--- src/logic/spwe_pkg.sv ---
// shared constants and carrier types for the soft power wake enable block
package spwe_pkg;

   // *****************************
   // bus geometry
   // *****************************
   localparam int AW = 10;
   localparam int DW = 32;
   localparam int RW = 8;

   // register indices, byte address is four times the index
   localparam logic [7:0] IDX_EN1 = 8'hB0;
   localparam logic [7:0] IDX_EN2 = 8'hB1;
   localparam logic [7:0] IDX_STAT1 = 8'hB2;
   localparam logic [7:0] IDX_STAT2 = 8'hB3;
   localparam logic [7:0] IDX_IST = 8'hB4;
   localparam logic [7:0] IDX_ICLR = 8'hB5;
   localparam logic [7:0] IDX_IEN = 8'hB6;

   // *****************************
   // reset values and field masks
   // *****************************
   localparam logic [7:0] RST_EN1 = 8'h00;
   localparam logic [7:0] RST_EN2 = 8'h80;
   localparam logic [7:0] RST_STAT = 8'h00;
   localparam logic [7:0] EN2_MASK = 8'hAB;
   localparam logic [7:0] LATCH1_MASK = 8'hCF;
   localparam logic [7:0] GROUP1_MASK = 8'h30;
   localparam logic [7:0] WAKE2_MASK = 8'h2B;

   // first enable and status register bit positions
   localparam int B_RI_A = 0;
   localparam int B_RI_B = 1;
   localparam int B_KCLK = 2;
   localparam int B_MCLK = 3;
   localparam int B_GRP_A = 4;
   localparam int B_GRP_B = 5;
   localparam int B_IRRX = 6;
   localparam int B_ALARM = 7;
   // second enable and status register bit positions
   localparam int B_RXD_A = 0;
   localparam int B_RXD_B = 1;
   localparam int B_RING = 3;
   localparam int B_CIR = 5;
   localparam int B_OFF_EN = 7;

   // *****************************
   // pins and interrupt causes
   // *****************************
   localparam int NPIN = 9;
   localparam logic [NPIN-1:0] PIN_IDLE = 9'h1FF;
   localparam int P_RI_A = 0;
   localparam int P_RI_B = 1;
   localparam int P_KCLK = 2;
   localparam int P_MCLK = 3;
   localparam int P_IRRX = 4;
   localparam int P_RXD_A = 5;
   localparam int P_RXD_B = 6;
   localparam int P_RING = 7;
   localparam int P_BUTTON = 8;

   localparam int IRQ_W = 2;
   localparam int I_WAKE = 0;
   localparam int I_OFF = 1;

   // external pins, all idle high
   typedef struct packed {
      logic button_n;
      logic ring_input_n;
      logic serial_rx_b;
      logic serial_rx_a;
      logic infrared_rx_b;
      logic mouse_clk;
      logic kbd_clk;
      logic ring_ind_b_n;
      logic ring_ind_a_n;
   } spwe_pins_t;

   // on-chip sources, same clock domain
   typedef struct packed {
      logic consumer_ir;
      logic clock_alarm;
      logic group_irq_b;
      logic group_irq_a;
   } spwe_int_t;

endpackage

--- src/logic/spwe_pin_sync.sv ---
// two-stage pin synchroniser with falling edge detect per pin
`timescale 1ns/100ps
module spwe_pin_sync #(
   parameter int W = 1,
   parameter logic [W-1:0] IDLE = '1
) (
   input wire logic clk_i,
   input wire logic rst_i,
   input wire logic [W-1:0] pin_i,
   output logic [W-1:0] fall_o
);

   // *****************************
   // per pin chain
   // *****************************
   genvar g;
   generate
      for (g = 0; g < W; g = g + 1) begin : g_pin
         logic s1;
         logic s2;
         logic s3;
         // reset to idle level so release gives no false edge
         always_ff @(posedge clk_i) begin
            if (rst_i) begin
               s1 <= IDLE[g];
               s2 <= IDLE[g];
               s3 <= IDLE[g];
            end else begin
               s1 <= pin_i[g];
               s2 <= s1;
               s3 <= s2;
            end
         end
         // s1 feeds only s2, edge taken from later stages
         assign fall_o[g] = s3 & ~s2;
      end
   endgenerate

endmodule

--- src/logic/spwe_irq.sv ---
// sticky interrupt status with write-one-clear and enable mask
`timescale 1ns/100ps
module spwe_irq #(
   parameter int W = 2
) (
   input wire logic clk_i,
   input wire logic rst_i,
   input wire logic [W-1:0] event_i,
   input wire logic clr_we_i,
   input wire logic en_we_i,
   input wire logic [W-1:0] wdata_i,
   output logic [W-1:0] status_o,
   output logic [W-1:0] enable_o,
   output logic irq_o
);

   // sticky status, a new event beats a clear in the same cycle
   always_ff @(posedge clk_i) begin
      if (rst_i) begin
         status_o <= '0;
      end else begin
         status_o <= (status_o & ~(clr_we_i ? wdata_i : '0)) | event_i;
      end
   end

   // enable mask
   always_ff @(posedge clk_i) begin
      if (rst_i) begin
         enable_o <= '0;
      end else if (en_we_i) begin
         enable_o <= wdata_i;
      end
   end

   // level interrupt, registered so the pin is glitch free
   always_ff @(posedge clk_i) begin
      if (rst_i) begin
         irq_o <= 1'b0;
      end else begin
         irq_o <= |(status_o & enable_o);
      end
   end

endmodule

--- src/logic/spwe_top.sv ---
// soft power wake enable block with wishbone register slave
//
// Function
// RULE1 - enabled event may wake, disabled event ignored
// RULE2 - first enable bits 0-6 map sources
// RULE3 - first enable bit 7 gates alarm
// RULE4 - second enable bits 0,1 gate receive data
// RULE5 - second enable bit 3 gates ring pin
// RULE6 - second enable bit 5 gates consumer IR
// RULE7 - second enable bit 7 permits button off
// RULE8 - reset values 0x00 and 0x80
// RULE9 - pin falls latched, cleared by status read
// RULE10 - group interrupt status follows source live
// RULE11 - status shows which enabled source woke
// RULE12 - request is OR of enabled events, low
//
// The Wishbone interface to the registers is this design's own decision.
`timescale 1ns/100ps
module spwe_top (
   input wire logic clk_i,
   input wire logic rst_i,
   input wire logic wb_cyc_i,
   input wire logic wb_stb_i,
   input wire logic wb_we_i,
   input wire logic [spwe_pkg::AW-1:0] wb_adr_i,
   input wire logic [3:0] wb_sel_i,
   input wire logic [spwe_pkg::DW-1:0] wb_dat_i,
   output logic [spwe_pkg::DW-1:0] wb_dat_o,
   output logic wb_ack_o,
   input wire spwe_pkg::spwe_pins_t pins_i,
   input wire spwe_pkg::spwe_int_t int_i,
   output logic power_up_request_n_o,
   output logic power_off_o,
   output logic irq_o
);
   import spwe_pkg::*;

   // *****************************
   // declarations
   // *****************************
   logic [NPIN-1:0] pin_fall;
   logic hit;
   logic wr;
   logic rd;
   logic [7:0] idx;
   logic rd_st1;
   logic rd_st2;
   logic [RW-1:0] en1;
   logic [RW-1:0] en2;
   logic [RW-1:0] ev1;
   logic [RW-1:0] ev2;
   logic [RW-1:0] st1_lat;
   logic [RW-1:0] grp_q;
   logic [RW-1:0] st1_view;
   logic [RW-1:0] st2;
   logic [RW-1:0] next_rdata;
   logic next_req;
   logic req_q;
   logic [IRQ_W-1:0] irq_ev;
   logic [IRQ_W-1:0] irq_st;
   logic [IRQ_W-1:0] irq_en;

   // *****************************
   // pin synchroniser
   // *****************************
   spwe_pin_sync #(
      .W(NPIN),
      .IDLE(PIN_IDLE)
   ) u_sync (
      .clk_i(clk_i),
      .rst_i(rst_i),
      .pin_i(pins_i),
      .fall_o(pin_fall)
   );

   // *****************************
   // wishbone slave decode
   // *****************************
   // one wait state, ack held low in the cycle after it to drop
   assign hit = wb_cyc_i & wb_stb_i & ~wb_ack_o;
   assign idx = wb_adr_i[AW-1:2];
   assign wr = hit & wb_we_i & wb_sel_i[0];
   assign rd = hit & ~wb_we_i;
   assign rd_st1 = rd & (idx == IDX_STAT1);
   assign rd_st2 = rd & (idx == IDX_STAT2);

   // acknowledge, unmapped indices also answer
   always_ff @(posedge clk_i) begin
      if (rst_i) begin
         wb_ack_o <= 1'b0;
      end else begin
         wb_ack_o <= hit;
      end
   end

   // read mux, write-only and unmapped read as zero
   always_comb begin
      next_rdata = '0;
      if (idx == IDX_EN1) begin
         next_rdata = en1;
      end else if (idx == IDX_EN2) begin
         next_rdata = en2;
      end else if (idx == IDX_STAT1) begin
         next_rdata = st1_view;
      end else if (idx == IDX_STAT2) begin
         next_rdata = st2;
      end else if (idx == IDX_IST) begin
         next_rdata = RW'(irq_st);
      end else if (idx == IDX_IEN) begin
         next_rdata = RW'(irq_en);
      end
   end

   // read data register, narrow data in low bits
   always_ff @(posedge clk_i) begin
      if (rst_i) begin
         wb_dat_o <= '0;
      end else if (rd) begin
         wb_dat_o <= DW'(next_rdata);
      end else begin
         wb_dat_o <= '0;
      end
   end

   // *****************************
   // wake enable registers
   // *****************************
   // reserved bits of the second register are never stored
   always_ff @(posedge clk_i) begin
      if (rst_i) begin
         en1 <= RST_EN1; // RULE8
         en2 <= RST_EN2; // RULE8
      end else if (wr && idx == IDX_EN1) begin
         en1 <= wb_dat_i[RW-1:0];
      end else if (wr && idx == IDX_EN2) begin
         en2 <= wb_dat_i[RW-1:0] & EN2_MASK;
      end
   end

   // *****************************
   // wake events
   // *****************************
   // first register source order
   assign ev1 = {int_i.clock_alarm, // RULE3
                 pin_fall[P_IRRX],
                 int_i.group_irq_b,
                 int_i.group_irq_a,
                 pin_fall[P_MCLK],
                 pin_fall[P_KCLK],
                 pin_fall[P_RI_B],
                 pin_fall[P_RI_A]}; // RULE2

   // second register sources, reserved slots tied low
   assign ev2 = {1'b0,
                 1'b0,
                 int_i.consumer_ir, // RULE6
                 1'b0,
                 pin_fall[P_RING], // RULE5
                 1'b0,
                 pin_fall[P_RXD_B],
                 pin_fall[P_RXD_A]}; // RULE4

   // *****************************
   // wake status
   // *****************************
   // only enabled sources latch, set beats clear-on-read
   always_ff @(posedge clk_i) begin
      if (rst_i) begin
         st1_lat <= RST_STAT;
      end else begin
         st1_lat <= (st1_lat & ~{RW{rd_st1}}) // RULE9
                    | (ev1 & en1 & LATCH1_MASK); // RULE11
      end
   end

   // group interrupts are not held, they track the source
   always_ff @(posedge clk_i) begin
      if (rst_i) begin
         grp_q <= RST_STAT;
      end else begin
         grp_q <= ev1 & en1 & GROUP1_MASK; // RULE10
      end
   end

   assign st1_view = st1_lat | grp_q;

   // receive data, ring and consumer IR causes, read to clear
   always_ff @(posedge clk_i) begin
      if (rst_i) begin
         st2 <= RST_STAT;
      end else begin
         st2 <= (st2 & ~{RW{rd_st2}})
                | (ev2 & en2 & WAKE2_MASK); // RULE1
      end
   end

   // *****************************
   // power request and power off
   // *****************************
   // disabling a source also withdraws its pending request
   assign next_req = |(st1_view & en1)
                     | |(st2 & en2 & WAKE2_MASK); // RULE12

   // active low request pin
   always_ff @(posedge clk_i) begin
      if (rst_i) begin
         power_up_request_n_o <= 1'b1;
         req_q <= 1'b0;
      end else begin
         power_up_request_n_o <= ~next_req; // RULE12
         req_q <= next_req;
      end
   end

   // one pulse per button press while power off is permitted
   always_ff @(posedge clk_i) begin
      if (rst_i) begin
         power_off_o <= 1'b0;
      end else begin
         power_off_o <= pin_fall[P_BUTTON] & en2[B_OFF_EN]; // RULE7
      end
   end

   // *****************************
   // interrupt
   // *****************************
   assign irq_ev[I_WAKE] = next_req & ~req_q;
   assign irq_ev[I_OFF] = pin_fall[P_BUTTON] & en2[B_OFF_EN];

   spwe_irq #(
      .W(IRQ_W)
   ) u_irq (
      .clk_i(clk_i),
      .rst_i(rst_i),
      .event_i(irq_ev),
      .clr_we_i(wr && idx == IDX_ICLR),
      .en_we_i(wr && idx == IDX_IEN),
      .wdata_i(wb_dat_i[IRQ_W-1:0]),
      .status_o(irq_st),
      .enable_o(irq_en),
      .irq_o(irq_o)
   );
endmodule

--- config.mk ---
export PLATFORM = sky130hd
export DESIGN_NAME = spwe_top
export DESIGN_NICKNAME = d
export VERILOG_FILES = /design/src/logic/spwe_pkg.sv /design/src/logic/spwe_pin_sync.sv /design/src/logic/spwe_irq.sv /design/src/logic/spwe_top.sv
export SDC_FILE = /design/constraint.sdc
export NUM_CORES = 1
export LEC_CHECK = 0
export BUFFER_PORTS_ARGS = -buffer_cell sky130_fd_sc_hd__buf_2
export CAP_MARGIN = 20
export CORE_AREA = 2 2 84 86
export CTS_BUF_LIST = sky130_fd_sc_hd__clkbuf_4 sky130_fd_sc_hd__clkbuf_8
export DETAILED_ROUTE_END_ITERATION = 10
export DIE_AREA = 0 0 86 88
export PLACE_DENSITY = 0.85
export SLEW_MARGIN = 20
export SYNTH_ARGS = -nofsm -noshare
export SYNTH_HDL_FRONTEND = slang
export SYNTH_SLANG_ARGS = --single-unit
--- constraint.sdc ---
create_clock -name clk_i -period 1.85 [get_ports clk_i]
set_input_delay 0.37 -clock clk_i [delete_from_list [all_inputs] [get_ports clk_i]]
set_output_delay 0.37 -clock clk_i [all_outputs]
set_load 0.1 [all_outputs]
Yosys cells after proc, flatten, opt, wreduce, memory -nomap -nowiden:

Cells that the tools add are included.

* $lt $le $gt $ge: 0
* divide/modulo/power cells: 0
* bitwise logic cells: 49
* $mul: 0
* eq/ne operators: 7
* reductions and logical operators: 9
* shift operators: 0
* $add $sub $neg: 0
* muxes and demuxes: 7

Operators by type and width (number)
* 8-bit equality test (second input constant): 7
* 8-bit AND: 4
* 8-bit 2-to-1 mux: 4
* 1-bit AND: 18
* 8-bit NOT: 2
* 8-bit OR: 2
* 1-bit NOT: 15
* 6-bit AND: 2
* 8-bit by 6-bit OR with 8-bit output: 1
* 8-bit OR reduction: 1
* 2-bit 2-to-1 mux: 3
* 2-bit AND: 2
* 1-bit logical AND: 4
* 2-bit OR reduction: 2
* 4-bit OR reduction: 1
* 2-bit NOT: 1
* 2-bit OR: 1
* 2-bit AND reduction: 1
* 1-bit OR: 1

* bits of input ports: 64
* latch bits: 0
* output and inout bits: 36
* ROM bits: 0
* word-level logic and storage cells: 114
* memory bits (writable): 0
* flip-flop bits (word level): 105
* memories kept: 0

Longest topological paths before layout:

Gate-level depths: netlist (run 1).

* depth in word-level cells: 9
* gate-level depth with buffers: 7
* gate-level depth less buffers: 4

Modules after synthesis:

From an unflattened synthesis (run 1), not the netlist that was laid out.

* cell total of the unflattened synthesis: 306
* area total of the unflattened synthesis: 3011.6 µm²

Modules (own cells, without submodules)
* spwe_top: instances 1, seq. area each 860.8 µm², area an instance 2052.0 µm², cells an instance 224
* spwe_pin_sync: instances 1, seq. area each 540.5 µm², area an instance 788.3 µm², cells an instance 65
* spwe_irq: instances 1, seq. area each 100.1 µm², area an instance 171.4 µm², cells an instance 17

Least setup slack after synthesis (run 1):

Ideal clock, no wire load.

* path kind: register to register
* from: register wb_ack_o
* to: register u_irq.enable_o[0]
* clock period less this slack: 1.977 ns
* path buffers: 0
* data required time: 1.722 ns
* path slack: -0.127 ns
* data arrival time: 1.850 ns
* setup time: 0.128 ns
* stages on the path, launching flop included: 5
* cell sequence: dfxtp_1 -> nand3b_1 -> or4_1 -> mux2i_1 -> nor2_1

* longest elaborated chain between the ends: 5

RTL lines
* start: declaration: line spwe_top.sv:29 `output logic wb_ack_o,`
* start signal: assignment: line spwe_top.sv:92 `wb_ack_o <= hit;`
* 1-bit NOT: line spwe_top.sv:80 `assign hit = wb_cyc_i & wb_stb_i & ~wb_ack_o;`
* 1-bit AND: line spwe_top.sv:80
* 1-bit AND (2 in series): line spwe_top.sv:82 `assign wr = hit & wb_we_i & wb_sel_i[0];`
* 1-bit logical AND: line spwe_top.sv:237 `.en_we_i(wr && idx == IDX_IEN),`
* end signal: assignment: line spwe_irq.sv:31 `enable_o <= wdata_i;`
* end: declaration: line spwe_irq.sv:13 `output logic [W-1:0] enable_o,`

Every way passes these cells.
A chain may end at the register's enable or synchronous reset.

Final worst setup path (run 1):

* from: register wb_ack_o
* to: register en2[5]

* longest elaborated chain between the ends: 7
* elaborated cells between the ends (all ways): 8
* classes of those cells: 5 x bitwise; 3 x reduce/logical

RTL lines
* 1-bit NOT *: line spwe_top.sv:80
* 1-bit AND *: line spwe_top.sv:80
* 1-bit AND * (2 in series): line spwe_top.sv:82
* 1-bit logical AND: line spwe_top.sv:133 `end else if (wr && idx == IDX_EN1) begin`
* 1-bit NOT (no line)
* 2-bit AND reduction (no line) *
* end signal: assignment: line spwe_top.sv:136 `en2 <= wb_dat_i[RW-1:0] & EN2_MASK;`
* end: declaration: line spwe_top.sv:49 `logic [RW-1:0] en2;`

Mark *: on every way between the ends. The rest lies on a longest branch, timed or not.

==> results_dict.tcl, run 1 <==
set metrics [dict create \
    status "finished, final reports clean" \
    critPathBufInv 1 \
    yosysTopAreaCell "dfxtp_1" \
    hold_violations 0 \
    synth_edf_count 0 \
    end_kind "flip-flop" \
    drt-pass1-iter-count 4 \
    fin_area_sq_um 3465 \
    hold_buffers 0 \
    cts_root_buf "clkbuf_8" \
    slowest_delay_ns 0.58 \
    slew_headroom_pct 66.94 \
    antenna_left 0 \
    routed_wl_mm 6.236 \
    grt_pass1_wl_mm 10.14 \
    fin_crit_ns 1.770 \
    yosys.cell_types.count 42 \
    pin_count 100 \
    rows 30 \
    max_freq_mhz 565.0 \
    clock_latency_ns 0.35 \
    syn_area_sq_um 2904 \
    skew_ns 0.009304 \
    fin_setup_tns_ns 0 \
    synth_top_area_share_pct 51.70 \
    drive_gt1_share_pct 30.68 \
    tightestPinTransition_ns 0.4913 \
    layout.nets 425 \
    leakage_uw 0.001498 \
    num_antenna_cells 0 \
    seq_area_frac_synth_pct 51.70 \
    overflow 0 \
    cp_cell_sequence "nand3b_1, buf_4, or4_1, o21ai_0, a21oi_1" \
    dpl.hpwl_mm 4.470 \
    yosys_most_used_dff "dfxtp_1" \
    core_sq_um 6644 \
    cellPowerDensity_nw_per_um2 1028 \
    finalPower_uw 3563 \
    numCtsBuffers 9 \
    highest_layer "met4" \
    antenna_found_initial 0 \
    cts_sinks 75 \
    yosys_warnings 0 \
    dpl_cell_area_sq_um 3221 \
    crit_fanout 7 \
    slew_viol_final 0 \
    io_buffers 46 \
    syn_to_final_growth_pct 19.30 \
    start_util_pct 43.71 \
    cts_resized 0 \
    num_vias 2294 \
    viasPerCell 5.155 \
    cp.arrival_ns 2.00 \
    synth_seq_cells 75 \
    ir_drop_v 0.0006483 \
    async_reset_ff_share_pct 0 \
    finalSetupViolCount 0 \
    cts_setup_buffers 0 \
    cap_violations 0 \
    drt-met1-wl_mm 2.646 \
    avgSynthCellArea_sq_um 9.648 \
    crit_required_ns 2.08 \
    first_global_vias 2195 \
    hold_slack_ns 0.1949 \
    drt_iter0_drc 127 \
    routed-wl-met2_mm 2.935 \
    htree_levels 3 \
    cts_tree "done" \
    rsz0062_at_grt "false" \
    dieHeight_microns 88 \
    die_area_sq_um 7568 \
    wire_per_inst_microns 14.01 \
    min_path_type "primary input to flip-flop" \
    worstSetupPathType "flip-flop to flip-flop" \
    grt_use_total_pct 17.62 \
    worst_slack_ns 0.08017 \
    synthTopCellsByArea "dfxtp_1, buf_4, mux2i_1, or2_2, nand2_1" \
    die_x_microns 86 \
    start_kind "flip-flop" \
    wl_met3_microns 533 \
    clkTransAtPathRegs_ns 0.07 \
    netlist_instances 301 \
    crit_family "simple AND/OR/NAND/NOR gates" \
    post-route-period-util_pct 95.67 \
    grt_max_degree 22 \
    drc 0 \
    gp_congestion 0.8685 \
    crit_slowest_cell "or4_1" \
    clock_path_buffers 2 \
    dp_slack_ns -0.06554 \
]
-- worst paths after layout --
check                startpoint            endpoint  slack, ns  cells past startpoint
max                    wb_ack_o              en2[5]       0.08                      5
max reg2reg            wb_ack_o              en2[5]       0.08                      5
min                   pins_i[4]  u_sync.g_pin[4].s1       0.19                      2
min reg2reg  u_sync.g_pin[6].s1  u_sync.g_pin[6].s2       0.41                      1
-- cell type report --
type | instances | area, sq um
Tap cell | 80 | 100.1
Multi-Input combinational cell | 205 | 1226
Clock buffer | 11 | 145.1
Fill cell | 607 | 3179
Inverter | 5 | 18.77
Clock inverter | 4 | 98.84
Timing Repair Buffer | 65 | 372.9
Sequential cell | 75 | 1503
-- report_power, final --
group	leakage, uW	total [uW]	internal, uW	switching [uW]
registers	0.000610	1650	1640	6.18
logic	0.000764	401	82.8	318
clock network	0.000123	1520	943	574
total	0.00150	3560	2670	898
-- logic make-up (layout without fill, tap and decap cells) --
group                  after synthesis  in the layout  share of synthesized area, %
AND/OR/NAND/NOR                    112            112                         20.42
flip-flops                          75             75                         51.70
AO/OA/AOI/OAI                       51             51                         12.15
buffers and inverters               44             85                         9.349
multiplexers                        18             18                         6.247
other                                1             24                        0.1291
-- metal layers --
layer | vias up | global-route usage (%)
li1 | 1112 | -
met1 | 1065 | 22.27
met2 | 103 | 27.84
met3 | 14 | 5.749
met4 | 0 | 7.359
met5 | - | 0
-- stage by stage --
step,cells,utilization (%)
floorplan,324,-
global placement,430,48.47
detailed placement,430,48.47
CTS,445,52.15
global route,445,52.15
finish,445,52.15
-- worst register-to-register path: stages, from the launching register on --
cell	delay, ns
dfxtp_2	0.32
nand3b_1	0.20
buf_4	0.19
or4_1	0.58
o21ai_0	0.26
a21oi_1	0.10
-- registers in the layout, indices dropped and copies added, names as in the netlist, 2 cells and up --
register,count
en1,8
en2,5
grp_q,2
st1_lat,8
st2,8
u_irq.enable_o,2
u_irq.status_o,2
u_sync.g_pin.s1,9
u_sync.g_pin.s2,9
u_sync.g_pin.s3,9
wb_dat_o,8
-- synth_stat cells (all sizes together) (3+ instances only) --
| library cell | n |
|---|---|
| dfxtp | 75 |
| nand3 | 6 |
| nor2 | 18 |
| a21oi | 10 |
| or4 | 4 |
| nand2b | 3 |
| buf | 28 |
| mux2i | 17 |
| o21ai | 9 |
| and2 | 6 |
| o2bb2ai | 8 |
| nor3 | 9 |
| or2 | 27 |
| and3 | 3 |
| a31oi | 5 |
| nand2 | 29 |
| a22oi | 6 |
| inv | 5 |
| clkbuf | 11 |
-- cell usage in the layout, fill, tap and decap left out, types with 8 or more instances in the layout --
cell and count:
a21oi_1 10, buf_2 46, buf_4 19, clkbuf_8 10, conb_1 24, dfxtp_1 74, mux2i_1 17, nand2_1 29
nor2_1 18, nor3_1 8, o21ai_0 9, o2bb2ai_1 8, or2_2 26
No activity file was read; power rests on OpenSTA's default activity.
==> run 2, diff against run 1 <==
--- a/config.mk
+++ b/config.mk
@@ -8,7 +8,7 @@
 export BUFFER_PORTS_ARGS = -buffer_cell sky130_fd_sc_hd__buf_2
 export CAP_MARGIN = 20
 export CORE_AREA = 2 2 84 86
-export CTS_BUF_LIST = sky130_fd_sc_hd__clkbuf_4 sky130_fd_sc_hd__clkbuf_8
+export CTS_BUF_LIST = sky130_fd_sc_hd__clkbuf_16
 export DETAILED_ROUTE_END_ITERATION = 10
 export DIE_AREA = 0 0 86 88
 export PLACE_DENSITY = 0.85
==> results_dict.tcl, run 2 (same netlist as run 1, synthesis figures left out) <==
set metrics [dict create \
    hold_depth 2 \
    dpl.hpwl_mm 4.470 \
    grt_max_degree 22 \
    post-route-period-util_pct 97.60 \
    worstSetupPathType "flip-flop to flip-flop" \
    reg2regPathDepth 5 \
    cts_tree "done" \
    crit_required_ns 2.06 \
    swShare_pct 24.06 \
    cp.arrival_ns 2.01 \
    dp_slack_ns -0.06554 \
    crit_fanout 7 \
    p_int_uw 3026 \
    crit_family "simple AND/OR/NAND/NOR gates" \
    die_area_sq_um 7568 \
    numCtsBuffers 9 \
    slew_viol_final 0 \
    top_regs "u_sync.g_pin.s1 x9, u_sync.g_pin.s2 x9, u_sync.g_pin.s3 x9" \
    grt_use_total_pct 18.01 \
    fin_cells 445 \
    routed_wl_mm 6.409 \
    multi_input_area_sq_um 1226 \
    drive_gt1_share_pct 30.14 \
    power_switching_uw 958.9 \
    grt_pass1_wl_mm 10.41 \
    max_freq_mhz 553.8 \
    core_sq_um 6644 \
    fin_crit_ns 1.806 \
    antenna_found_initial 0 \
    start_kind "flip-flop" \
    htree_levels 3 \
    regArea_sq_um 1503 \
    layout.nets 425 \
    start_util_pct 43.71 \
    rows 30 \
    leakage_uw 0.001539 \
    cts_resized 0 \
    pin_count 100 \
    hold_buffers 0 \
    io_buffers 46 \
    overflow 0 \
    fin_area_sq_um 3552 \
    dp.cells 430 \
    worst_slack_ns 0.04445 \
    cts_setup_buffers 0 \
    final_common_cell "dfxtp_1" \
    clkTransAtPathRegs_ns 0.05 \
    rsz0062_at_grt "false" \
    num_vias 2294 \
    drc 0 \
    reg2reg_from "wb_ack_o" \
    die_x_microns 86 \
    drt_iter0_drc 175 \
    end_kind "flip-flop" \
    first_global_vias 2245 \
    cellPowerDensity_nw_per_um2 1122 \
    min_path_type "primary input to flip-flop" \
    viasPerCell 5.155 \
    hold_violations 0 \
    fin_util_pct 53.47 \
    drt-pass1-iter-count 4 \
    dieHeight_microns 88 \
    status "finished, final reports clean" \
    wire_per_inst_microns 14.40 \
    cts_sinks 75 \
    layout_common_cells "dfxtp_1, buf_2, nand2_1" \
    r2r_end "en2[5]" \
    num_antenna_cells 0 \
    gp_congestion 0.8685 \
    dpl_cell_area_sq_um 3221 \
    cp_cell_sequence "nand3b_1, buf_4, or4_1, o21ai_0, a21oi_1" \
    seqPwrFrac_pct 41.4 \
    cts_root_buf "clkbuf_16" \
    rrSetupSlack_ns 0.04 \
    fillCellCount 595 \
    skew_ns 0.004205 \
    p_comb_share_pct 10.1 \
    crit_slowest_cell "or4_1" \
    ir_drop_v 0.0006578 \
    finalSetupViolCount 0 \
    critPathBufInv 1 \
    hp-start "pins_i[4]" \
    clock_latency_ns 0.33 \
    cap_violations 0 \
    clock_path_buffers 2 \
    clockPowerShare_pct 48.6 \
    holdPathEnd "u_sync.g_pin[4].s1" \
    slowest_delay_ns 0.59 \
    syn_to_final_growth_pct 22.32 \
    hold_slack_ns 0.2183 \
    antenna_left 0 \
]
[run 2: worst max path at each step]
stage / startpoint / to / slack, ns / depth (start not counted)
2_1_floorplan: wb_adr_i[5] / en1[0] / -0.08 / 7
3_3_place_gp: wb_adr_i[5] / st1_lat[7] / -0.04 / 7
3_5_place_dp: wb_adr_i[5] / en2[5] / -0.07 / 6
4_1_cts: wb_ack_o / en2[5] / 0.06 / 5
5_1_grt: wb_ack_o / st1_lat[7] / 0.005 / 6
6_report: wb_ack_o / en2[5] / 0.04 / 5
[run 2: final cells by class]
class / instances / share of cell area (%)
clock buffers: 9 / 6.340
multi-input cells: 205 / 34.52
flip-flops and latches: 75 / 42.30
well taps: 80 / 2.818
clock inverters: 6 / 2.994
inverters: 5 / 0.5284
repair buffers: 65 / 10.50
[run 2: worst reg2reg max path, cell delays in order (launching register included)]
cell      delay (ns)
dfxtp_2         0.31
nand3b_1        0.20
buf_4           0.19
or4_1           0.59
o21ai_0         0.27
a21oi_1         0.11
[run 2: per-layer routing]
metal	share of wire [%]	wire length [microns]	up-vias	GRT usage, %
met1	41	2634	1054	22.25
met5	0	0	-	0
met2	48	3087	108	28.89
met3	8.5	547	17	5.467
li1	-	-	1115	-
met4	2.2	140	0	8.514
[run 2: per-stage QoR]
| stage | setup TNS (ns) | power (uW) |
|---|---|---|
| floorplan | -0.3017 | 2034 |
| global placement | -0.1569 | 2078 |
| detailed placement | -0.7501 | 2082 |
| CTS | 0 | 4005 |
| global route | 0 | 4097 |
| finish | 0 | 3985 |
[run 2: power groups by stage]
| stage | Combinational (uW) | Sequential (uW) | Clock (uW) |
|---|---|---|---|
| after floorplan | 342 | 1690 | 0 |
| after global placement | 395 | 1680 | 0 |
| after detailed placement | 399 | 1680 | 0 |
| after CTS | 400 | 1650 | 1960 |
| after global routing | 425 | 1650 | 2020 |
| final | 401 | 1650 | 1940 |
==> run 3, diff against run 2 <==
--- a/config.mk
+++ b/config.mk
@@ -11,7 +11,7 @@
 export CTS_BUF_LIST = sky130_fd_sc_hd__clkbuf_16
 export DETAILED_ROUTE_END_ITERATION = 10
 export DIE_AREA = 0 0 86 88
-export PLACE_DENSITY = 0.85
+export PLACE_DENSITY = 0.74
 export SLEW_MARGIN = 20
 export SYNTH_ARGS = -nofsm -noshare
 export SYNTH_HDL_FRONTEND = slang
==> results_dict.tcl, run 3 (same netlist as run 1, synthesis figures left out) <==
set metrics [dict create \
    status "finished, final reports clean" \
    final_common_cell "dfxtp_1" \
    swShare_pct 24.02 \
    finalSetupViolCount 0 \
    hold_violations 0 \
    gp_congestion 0.8958 \
    routed-wl-met2_mm 2.794 \
    drt-met1-wl_mm 2.780 \
    clock_latency_ns 0.33 \
    drive_gt1_share_pct 30.11 \
    worst_slack_ns 0.07727 \
    die_x_microns 86 \
    cellPowerDensity_nw_per_um2 1125 \
    fillCellCount 595 \
    clkTransAtPathRegs_ns 0.06 \
    cts_tree "done" \
    drt_iter0_drc 177 \
    worstSetupPathType "flip-flop to flip-flop" \
    fin_area_sq_um 3535 \
    grt_max_degree 23 \
    rrSetupSlack_ns 0.08 \
    clock_path_buffers 2 \
    grt_use_total_pct 16.94 \
    htree_levels 3 \
    slew_viol_final 0 \
    routed_wl_mm 6.201 \
    dp.cells 428 \
    wl_met3_microns 451 \
    min_path_type "primary input to flip-flop" \
    p_int_uw 3023 \
    numCtsBuffers 9 \
    start_kind "flip-flop" \
    rows 30 \
    fin_crit_ns 1.773 \
    dpl.hpwl_mm 4.259 \
    drc 0 \
    p_comb_share_pct 10.1 \
    overflow 0 \
    end_kind "flip-flop" \
    antenna_found_initial 0 \
    num_antenna_cells 0 \
    num_vias 2271 \
    fin_cells 442 \
    crit_fanout 8 \
    cts_resized 0 \
    antenna_left 0 \
    leakage_uw 0.001526 \
    io_buffers 46 \
    drt-pass1-iter-count 4 \
    pin_count 100 \
    crit_required_ns 2.07 \
    dieHeight_microns 88 \
    cap_violations 0 \
    first_global_vias 2018 \
    core_sq_um 6644 \
    die_area_sq_um 7568 \
    ir_drop_v 0.0005799 \
    cts_root_buf "clkbuf_16" \
    layout.nets 423 \
    highest_layer "met4" \
    cp.arrival_ns 1.99 \
    cts_setup_buffers 0 \
    clockPowerShare_pct 48.5 \
    cts_sinks 75 \
    grt_pass1_wl_mm 9.632 \
    seqPwrFrac_pct 41.4 \
    viasPerCell 5.138 \
    fin_setup_tns_ns 0 \
    dp_slack_ns -0.06565 \
    fin_util_pct 53.20 \
    dpl_cell_area_sq_um 3206 \
    layout_common_cells "dfxtp_1, buf_2, nand2_1" \
    post-route-period-util_pct 95.82 \
    power_switching_uw 955.5 \
    start_util_pct 43.71 \
    skew_ns 0.006680 \
    wire_per_inst_microns 14.03 \
    max_freq_mhz 564.1 \
    rsz0062_at_grt "false" \
    syn_to_final_growth_pct 21.71 \
    top_regs "u_sync.g_pin.s1 x9, u_sync.g_pin.s2 x9, u_sync.g_pin.s3 x9" \
    hold_buffers 0 \
]
-- run 3: changes by cell type in the layout (fill, tap and decap cells not counted), sizes merged --
| cell | delta |
|---|---|
| inv | -1 |
| buf | -2 |
-- run 3: path summary, 6_finish.rpt --
| check | endpoint | startpoint | cells after the start |
|---|---|---|---|
| setup reg to reg | st1_lat[7] | wb_ack_o | 6 |
| hold reg to reg | u_sync.g_pin[1].s2 | u_sync.g_pin[1].s1 | 1 |
| setup / recovery | st1_lat[7] | wb_ack_o | 6 |
| hold / removal | u_sync.g_pin[3].s1 | pins_i[3] | 2 |
-- run 3: final cells by class --
cell class	count	area, sq um	share of cell area, %
tap	80	100.1	2.832
timing repair buffer	63	357.8	10.12
clock buffer	9	225.2	6.372
sequential	75	1503	42.51
multi-input combinational	205	1226	34.69
inverter	5	18.77	0.5310
clock inverter	5	103.9	2.938
-- run 3: worst max-delay path, cell delays in order, from the launching register on --
cell      delay, ns
dfxtp_2        0.31
nand3b_1       0.27
nor4_1         0.40
buf_4          0.20
a31oi_1        0.09
buf_4          0.19
a32o_1         0.20
-- run 3: per-stage QoR --
step	power, uW	hold WS, ns
2_1_floorplan	2034	0.3895
3_3_place_gp	2076	0.3922
3_5_place_dp	2079	0.3941
4_1_cts	4015	0.2096
5_1_grt	4119	0.2106
6_report	3978	0.2211
-- run 3: per-layer routing --
metal | vias to the layer above | track usage (%)
met3 | 14 | 4.901
met5 | - | 0
met1 | 1049 | 21.69
met4 | 0 | 9.091
li1 | 1106 | -
met2 | 102 | 25.86
-- run 3: power by group through the flow --
stage | clock (uW) | combinational, uW | sequential [uW]
floorplan | 0 | 342 | 1690
global route | 2050 | 419 | 1650
global placement | 0 | 394 | 1680
detailed placement | 0 | 396 | 1680
CTS | 1970 | 398 | 1650
finish | 1930 | 401 | 1650
